**src/intertrip_pkg.sv**
```systemverilog
// Package of constants for the DC pilot intertrip sequencer
package intertrip_pkg;
	localparam int CLK_HZ        = 100_000_000;
	localparam int TICK_NS       = 1_000_000;
	localparam int CLK_NS        = 10;
	localparam int TICK_CYC      = TICK_NS / CLK_NS;
	localparam int PULSE_MS      = 2000;
	localparam int RESET_MS      = 2000;
	localparam int DEBOUNCE_MS   = 10;
	localparam int FILTER_MS     = 11;
	localparam int RELAY_MS      = 7;
	localparam int TRIP_OUTS     = 4;
	localparam int MS_W          = 12;
	localparam int TICK_W        = 17;
endpackage

```
**src/ms_counter.sv**
```systemverilog
// Millisecond interval counter that counts timebase ticks
`timescale 1ns/1ns
module ms_counter #(
	parameter int W = 12
) (
	input  wire logic         clk,
	input  wire logic         rst,
	input  wire logic         tick,
	input  wire logic         run,
	input  wire logic [W-1:0] limit,
	output logic              done
);
	logic [W-1:0] cnt_r;
	logic [W-1:0] cnt_nxt;
	logic         done_nxt;

	always_comb begin
		cnt_nxt  = cnt_r;
		done_nxt = 1'b0;
		if (!run) begin
			cnt_nxt = '0;
		end else if (cnt_r >= limit) begin
			done_nxt = 1'b1;
		end else if (tick) begin
			cnt_nxt = cnt_r + 1'b1;
		end
	end

	always_ff @(posedge clk or posedge rst) begin
		if (rst) begin
			cnt_r <= '0;
			done  <= 1'b0;
		end else begin
			cnt_r <= cnt_nxt;
			done  <= done_nxt & run;
		end
	end
endmodule

```
**src/dc_intertrip_sequencer.sv**
```systemverilog
// Intertrip send and receive sequencer for one pilot station
`timescale 1ns/1ns
module dc_intertrip_sequencer #(
	parameter int PULSE_MS    = intertrip_pkg::PULSE_MS,
	parameter int RESET_MS    = intertrip_pkg::RESET_MS,
	parameter int DEBOUNCE_MS = intertrip_pkg::DEBOUNCE_MS,
	parameter int FILTER_MS   = intertrip_pkg::FILTER_MS,
	parameter int RELAY_MS    = intertrip_pkg::RELAY_MS,
	parameter int TICK_CYC    = intertrip_pkg::TICK_CYC
) (
	input  wire logic       clk,
	input  wire logic       rst,
	input  wire logic       initiate,
	input  wire logic       direct_link,
	input  wire logic       pilot_above_thr,
	input  wire logic       reset_button,
	input  wire logic       remote_reset,
	output logic            pilot_drive,
	output logic [3:0]      trip_out,
	output logic            send_ind,
	output logic            recv_ind,
	output logic            sup_suspend,
	output logic            busy
);
	localparam int MW = intertrip_pkg::MS_W;
	localparam int TW = intertrip_pkg::TICK_W;

	initial begin
		if (PULSE_MS < 1 || PULSE_MS >= (1 << MW) || RESET_MS >= (1 << MW) ||
		    TICK_CYC < 2 || TICK_CYC >= (1 << TW) || DEBOUNCE_MS < 1 || FILTER_MS < 1)
			$error("dc_intertrip_sequencer: unsupported parameter values");
	end

	typedef enum logic [1:0] {S_IDLE, S_SEND, S_SEND_HOLD, S_RECV} state_t;

	// Two-stage synchronisers on pin inputs
	logic [4:0] s1_r;
	logic [4:0] s2_r;
	always_ff @(posedge clk or posedge rst) begin
		if (rst) begin
			s1_r <= 5'h00;
			s2_r <= 5'h00;
		end else begin
			s1_r <= {remote_reset, reset_button, pilot_above_thr, direct_link, initiate};
			s2_r <= s1_r;
		end
	end
	logic init_s, link_s, thr_s, clr_s;
	assign init_s = s2_r[0];
	assign link_s = s2_r[1];
	assign thr_s  = s2_r[2];
	assign clr_s  = s2_r[3] | s2_r[4];

	// Millisecond timebase
	logic [TW-1:0] tick_cnt_r;
	logic [TW-1:0] tick_cnt_nxt;
	logic          tick_r;
	logic          tick_nxt;
	always_comb begin
		tick_nxt     = 1'b0;
		tick_cnt_nxt = tick_cnt_r + 1'b1;
		if (tick_cnt_r == TW'(TICK_CYC - 1)) begin
			tick_cnt_nxt = '0;
			tick_nxt     = 1'b1;
		end
	end
	always_ff @(posedge clk or posedge rst) begin
		if (rst) begin
			tick_cnt_r <= '0;
			tick_r     <= 1'b0;
		end else begin
			tick_cnt_r <= tick_cnt_nxt;
			tick_r     <= tick_nxt;
		end
	end

	// Interval timers
	state_t state_r, state_nxt;
	logic   db_done, flt_done, pulse_done, hold_done, rly_done, rcv_done;
	logic   flt_run, hold_run, rly_run, rcv_run;

	// Processor mode debounce; direct link bypasses it
	ms_counter #(.W(MW)) u_db (.clk(clk), .rst(rst), .tick(tick_r), .run(init_s),
		.limit(MW'(DEBOUNCE_MS)), .done(db_done));
	logic send_req;
	assign send_req = link_s ? init_s : db_done;

	// AC rejection qualification of pilot level
	assign flt_run = thr_s;
	ms_counter #(.W(MW)) u_flt (.clk(clk), .rst(rst), .tick(tick_r), .run(flt_run),
		.limit(MW'(FILTER_MS)), .done(flt_done));

	ms_counter #(.W(MW)) u_pulse (.clk(clk), .rst(rst), .tick(tick_r),
		.run(state_r == S_SEND), .limit(MW'(PULSE_MS)), .done(pulse_done));

	assign hold_run = (state_r == S_SEND_HOLD) && !init_s;
	ms_counter #(.W(MW)) u_hold (.clk(clk), .rst(rst), .tick(tick_r), .run(hold_run),
		.limit(MW'(RESET_MS)), .done(hold_done));

	assign rcv_run = (state_r == S_RECV) && !flt_done;
	ms_counter #(.W(MW)) u_rcv (.clk(clk), .rst(rst), .tick(tick_r), .run(rcv_run),
		.limit(MW'(RESET_MS)), .done(rcv_done));

	// Fixed relay actuation delay
	assign rly_run = (state_r == S_RECV);
	ms_counter #(.W(MW)) u_rly (.clk(clk), .rst(rst), .tick(tick_r), .run(rly_run),
		.limit(MW'(RELAY_MS)), .done(rly_done));

	// Sequencer
	always_comb begin
		state_nxt = state_r;
		case (state_r)
			S_IDLE: begin
				if (send_req)
					state_nxt = S_SEND;
				else if (flt_done)
					state_nxt = S_RECV;
			end
			S_SEND: begin
				if (pulse_done)
					state_nxt = S_SEND_HOLD;
			end
			S_SEND_HOLD: begin
				if (hold_done)
					state_nxt = S_IDLE;
			end
			S_RECV: begin
				if (rcv_done)
					state_nxt = S_IDLE;
			end
			default: state_nxt = S_IDLE;
		endcase
	end

	// Output and indicator next values
	logic       drive_nxt, snd_nxt, rcv_nxt, sup_nxt, busy_nxt;
	logic [3:0] trip_nxt;
	always_comb begin
		drive_nxt = (state_nxt == S_SEND);
		trip_nxt  = {intertrip_pkg::TRIP_OUTS{(state_nxt == S_RECV) && rly_done}};
		busy_nxt  = (state_nxt != S_IDLE);
		sup_nxt   = busy_nxt;
		snd_nxt   = send_ind;
		rcv_nxt   = recv_ind;
		if (clr_s) begin
			snd_nxt = 1'b0;
			rcv_nxt = 1'b0;
		end
		if (state_nxt == S_SEND)
			snd_nxt = 1'b1;
		if (trip_nxt[0])
			rcv_nxt = 1'b1;
	end

	always_ff @(posedge clk or posedge rst) begin
		if (rst) begin
			state_r     <= S_IDLE;
			pilot_drive <= 1'b0;
			trip_out    <= 4'h0;
			send_ind    <= 1'b0;
			recv_ind    <= 1'b0;
			sup_suspend <= 1'b0;
			busy        <= 1'b0;
		end else begin
			state_r     <= state_nxt;
			pilot_drive <= drive_nxt;
			trip_out    <= trip_nxt;
			send_ind    <= snd_nxt;
			recv_ind    <= rcv_nxt;
			sup_suspend <= sup_nxt;
			busy        <= busy_nxt;
		end
	end

	// Checks
	property p_no_self_trip;
		@(posedge clk) disable iff (rst) pilot_drive |-> trip_out == 4'h0;
	endproperty
	a_no_self_trip: assert property (p_no_self_trip) else $error("trip while sending");

	property p_sup_during_send;
		@(posedge clk) disable iff (rst) (pilot_drive || trip_out != 4'h0) |-> sup_suspend;
	endproperty
	a_sup_during_send: assert property (p_sup_during_send) else $error("supervision not held");

	property p_trips_parallel;
		@(posedge clk) disable iff (rst) trip_out == 4'h0 || trip_out == 4'hF;
	endproperty
	a_trips_parallel: assert property (p_trips_parallel) else $error("trip outputs split");

	property p_drive_start;
		@(posedge clk) disable iff (rst) $rose(pilot_drive) |-> send_ind;
	endproperty
	a_drive_start: assert property (p_drive_start) else $error("send indicator missing");

	property p_send_ignores_recv;
		@(posedge clk) disable iff (rst) pilot_drive |=> (trip_out == 4'h0);
	endproperty
	a_send_ignores_recv: assert property (p_send_ignores_recv) else $error("receipt while sending");

	property p_drive_holds;
		@(posedge clk) disable iff (rst) $rose(pilot_drive) |=> pilot_drive [*8];
	endproperty
	a_drive_holds: assert property (p_drive_holds) else $error("pulse cut short");

	property p_ind_latch;
		@(posedge clk) disable iff (rst) (recv_ind && !clr_s) |=> recv_ind;
	endproperty
	a_ind_latch: assert property (p_ind_latch) else $error("indicator lost");

	property p_busy_idle;
		@(posedge clk) disable iff (rst) !busy |-> (!pilot_drive && trip_out == 4'h0);
	endproperty
	a_busy_idle: assert property (p_busy_idle) else $error("activity while idle");
endmodule

```
**config.mk**
```make
export PLATFORM = sky130hd
export DESIGN_NAME = dc_intertrip_sequencer
export DESIGN_NICKNAME = d
export VERILOG_FILES = /design/src/intertrip_pkg.sv /design/src/ms_counter.sv /design/src/dc_intertrip_sequencer.sv
export SDC_FILE = /design/constraint.sdc
export NUM_CORES = 1
export LEC_CHECK = 0
export BUFFER_PORTS_ARGS = -buffer_cell sky130_fd_sc_hd__buf_2
export CAP_MARGIN = 20
export CORE_ASPECT_RATIO = 1.5
export CORE_MARGIN = 2
export CORE_UTILIZATION = 60
export CTS_CLUSTER_DIAMETER = 120
export CTS_CLUSTER_SIZE = 25
export DETAILED_ROUTE_END_ITERATION = 10
export GPL_ROUTABILITY_DRIVEN = 0
export GPL_TIMING_DRIVEN = 0
export PLACE_DENSITY = 0.74
export SYNTH_ARGS = -nofsm -noshare
export SYNTH_HDL_FRONTEND = slang
export SYNTH_SLANG_ARGS = --single-unit
```
**constraint.sdc**
```tcl
create_clock -name clk -period 4.8 [get_ports clk]
set_input_delay 0.24 -clock clk [delete_from_list [all_inputs] [get_ports clk]]
set_output_delay 0.24 -clock clk [all_outputs]
set_load 0.02 [all_outputs]
```
==> out/results.tsv <==
metric	value	unit
period_needed	1.74	ns
cts_resized	0	
hold_path_class	reg2reg	
clockBufferDepth	2	
syn_avg_cell_area	11.3	sq um
final_common_cell	dfrtp_1	
worstReg2RegStart	tick_cnt_r[0]	
num_rows	40	
synth_warnings	0	
cts.sinks	113	
root_buffer	clkbuf_16	
insertion_delay	0.41	ns
final_core_util	0.718	
first_pass_iters	4	
drive_above_1_share	0.142	
nets	486	
setup_viol_count_final	0	
critPathRequiredTime	5.08	ns
ir_drop	0.351	mV
wl	8.51	mm
post-route-cell-area	5680	sq um
maxSlewViolCount	0	
fillCellCount	589	
io_pins	16	
diodes	0	
clkSlewWorstSetupHoldPaths	0.05	ns
antenna_found_initial	0	
post-route-period-util	0.363	
rsz0062_at_grt	false	
core-area	7910	sq um
cts_setup_buffers	0	
synth_fp_nets	445	
stdcell_count	583	
synth_edf_count	0	
p_leak	2.72	nW
synth_ff_type	dfrtp_1	
overflow	0	
worst_pin_slew	0.679	ns
syn_inst	427	
die_y	114	microns
crit_arrival	2.03	ns
cts_tree	done	
r2r_slack	3.06	ns
grt_max_degree	59	
rr_worst_depth	7	
whs	0.348	ns
drc	0	
die_area	8750	sq um
post-dp-hpwl	5.34	mm
synthArstFlopShare	1.00	
vias_per_cell	5.40	
status	completed	
dp_cells	548	
reg2reg_to	tick_cnt_r[15]	
p_per_area	389	nW/um^2
fin_worst_skew	0.00482	ns
crit_path_start_kind	flop	
pre_cts_ws	3.05	ns
maxSlewHeadroom	0.547	
die_w	77.1	microns
worstHoldPathCells	0	
hold_viol	0	
grt_pass1_vias	3378	
cp_max_fo	10	
synth.distinct_cells	53	
max_freq	574	MHz
portBuffers	15	
grt_pass1_wl	15.1	mm
wl_per_cell	14.6	microns
power	2.21	mW
final_cell_mix	113 x dfrtp_1, 69 x nor2_1, 25 x xor2_1	
ys_ff_latch	113	
tns	0	ns
vias	3150	
cts-buffers-inserted	17	
end_kind	flop	
fin_ws	3.06	ns
dpl_cell_area	5040	sq um
initial_core_util	0.608	
area_delta_synth_final	18.2	%
criticalPathCategory	reg2reg	
grt_usage	0.224	
antenna_left	0	
min_to	s2_r[1]	
holdCritStartpoint	s1_r[1]	
drtIter0Drc	137	
h-tree-depth	4	
max-cap-violations	0	
seq_area_frac_synth	0.589	
synth_area	4800	sq um
Yosys cell counts, types with 3 or more instances:
cell type | n | share of area
inv_1 | 17 | 0.013
nand2b_1 | 3 | 0.0039
xnor2_1 | 18 | 0.033
o21ai_0 | 6 | 0.0063
nor2_1 | 69 | 0.054
nor4_1 | 6 | 0.0078
nand2_1 | 13 | 0.010
a31oi_1 | 3 | 0.0039
nor3_1 | 5 | 0.0052
xor2_1 | 25 | 0.046
and3b_1 | 3 | 0.0055
nand3_1 | 18 | 0.019
and3_1 | 19 | 0.025
nand4_1 | 13 | 0.017
mux2i_1 | 4 | 0.0083
a21oi_1 | 9 | 0.0094
dfrtp_1 | 113 | 0.59
ha_1 | 11 | 0.029
clkbuf_1 | 5 | 0.0039
buf_2 | 5 | 0.0052
buf_4 | 4 | 0.0063
and2_1 | 19 | 0.025
and4_1 | 5 | 0.0091
logic make-up after synthesis:
family | share of synthesized area
XOR/XNOR | 0.0784
buffers and inverters | 0.0286
AND/OR/NAND/NOR | 0.208
adder cells (fa/ha/maj) | 0.0286
AO/OA/AOI/OAI | 0.0573
flip-flops | 0.589
multiplexers | 0.0107
routing by layer:
metal | wire [microns] | global-route usage | up-vias
met2 | 4440 | 0.384 | 35
met5 | 0 | 0 | -
li1 | - | - | 1518
met3 | 188 | 0.0554 | 19
met4 | 237 | 0.133 | 0
met1 | 3640 | 0.255 | 1578
critical path, cell delays in order (launching register included):
cell and delay [ns]:
dfrtp_1 0.42, ha_1 0.29, nand2_1 0.11, nor4_1 0.15, and4_1 0.22, buf_2 0.22
nand3b_1 0.13, o21ai_0 0.08
state kept, by name, summed over array words and instances, names as in the netlist, 2 cells and up:
register       cells
tick_cnt_r        17
u_db.cnt_r        12
u_flt.cnt_r       12
u_hold.cnt_r      12
u_pulse.cnt_r     12
u_rcv.cnt_r       12
u_rly.cnt_r       12
s1_r               5
s2_r               5
state_r            2
power by group:
part           switching, mW  internal (mW)
Sequential           0.00216          0.959
Combinational         0.0219        0.00817
Clock                  0.398          0.818
Total                  0.422           1.78
layout make-up:
type | count | area (sq um) | share of cell area
well taps | 105 | 131 | 0.0231
multi-input cells | 283 | 1840 | 0.324
plain buffers | 14 | 73.8 | 0.0130
clock inverters | 6 | 80.1 | 0.0141
clock buffers | 23 | 498 | 0.0877
inverters | 17 | 66.3 | 0.0117
repair buffers | 22 | 163 | 0.0286
flip-flops and latches | 113 | 2830 | 0.498
what timing repair did:
item | 4_1_cts | 5_1_grt
endpoints found under the setup margin | 0 | 0
endpoints found under the hold margin | 60 | 0
hold buffers | 6 | 0
worst max-delay path by stage:
stage                             start                to  slack, ns  depth (start not counted)
after floorplan                     rst              busy       1.57                          1
after global placement              rst  u_pulse.cnt_r[8]       0.53                          2
after detailed placement  tick_cnt_r[0]    tick_cnt_r[15]       3.05                          7
after CTS                 tick_cnt_r[0]    tick_cnt_r[15]       3.04                          7
after global routing      tick_cnt_r[0]    tick_cnt_r[15]       2.88                          7
final                     tick_cnt_r[0]    tick_cnt_r[15]       3.06                          7
Power figures use the tool's default switching activity.
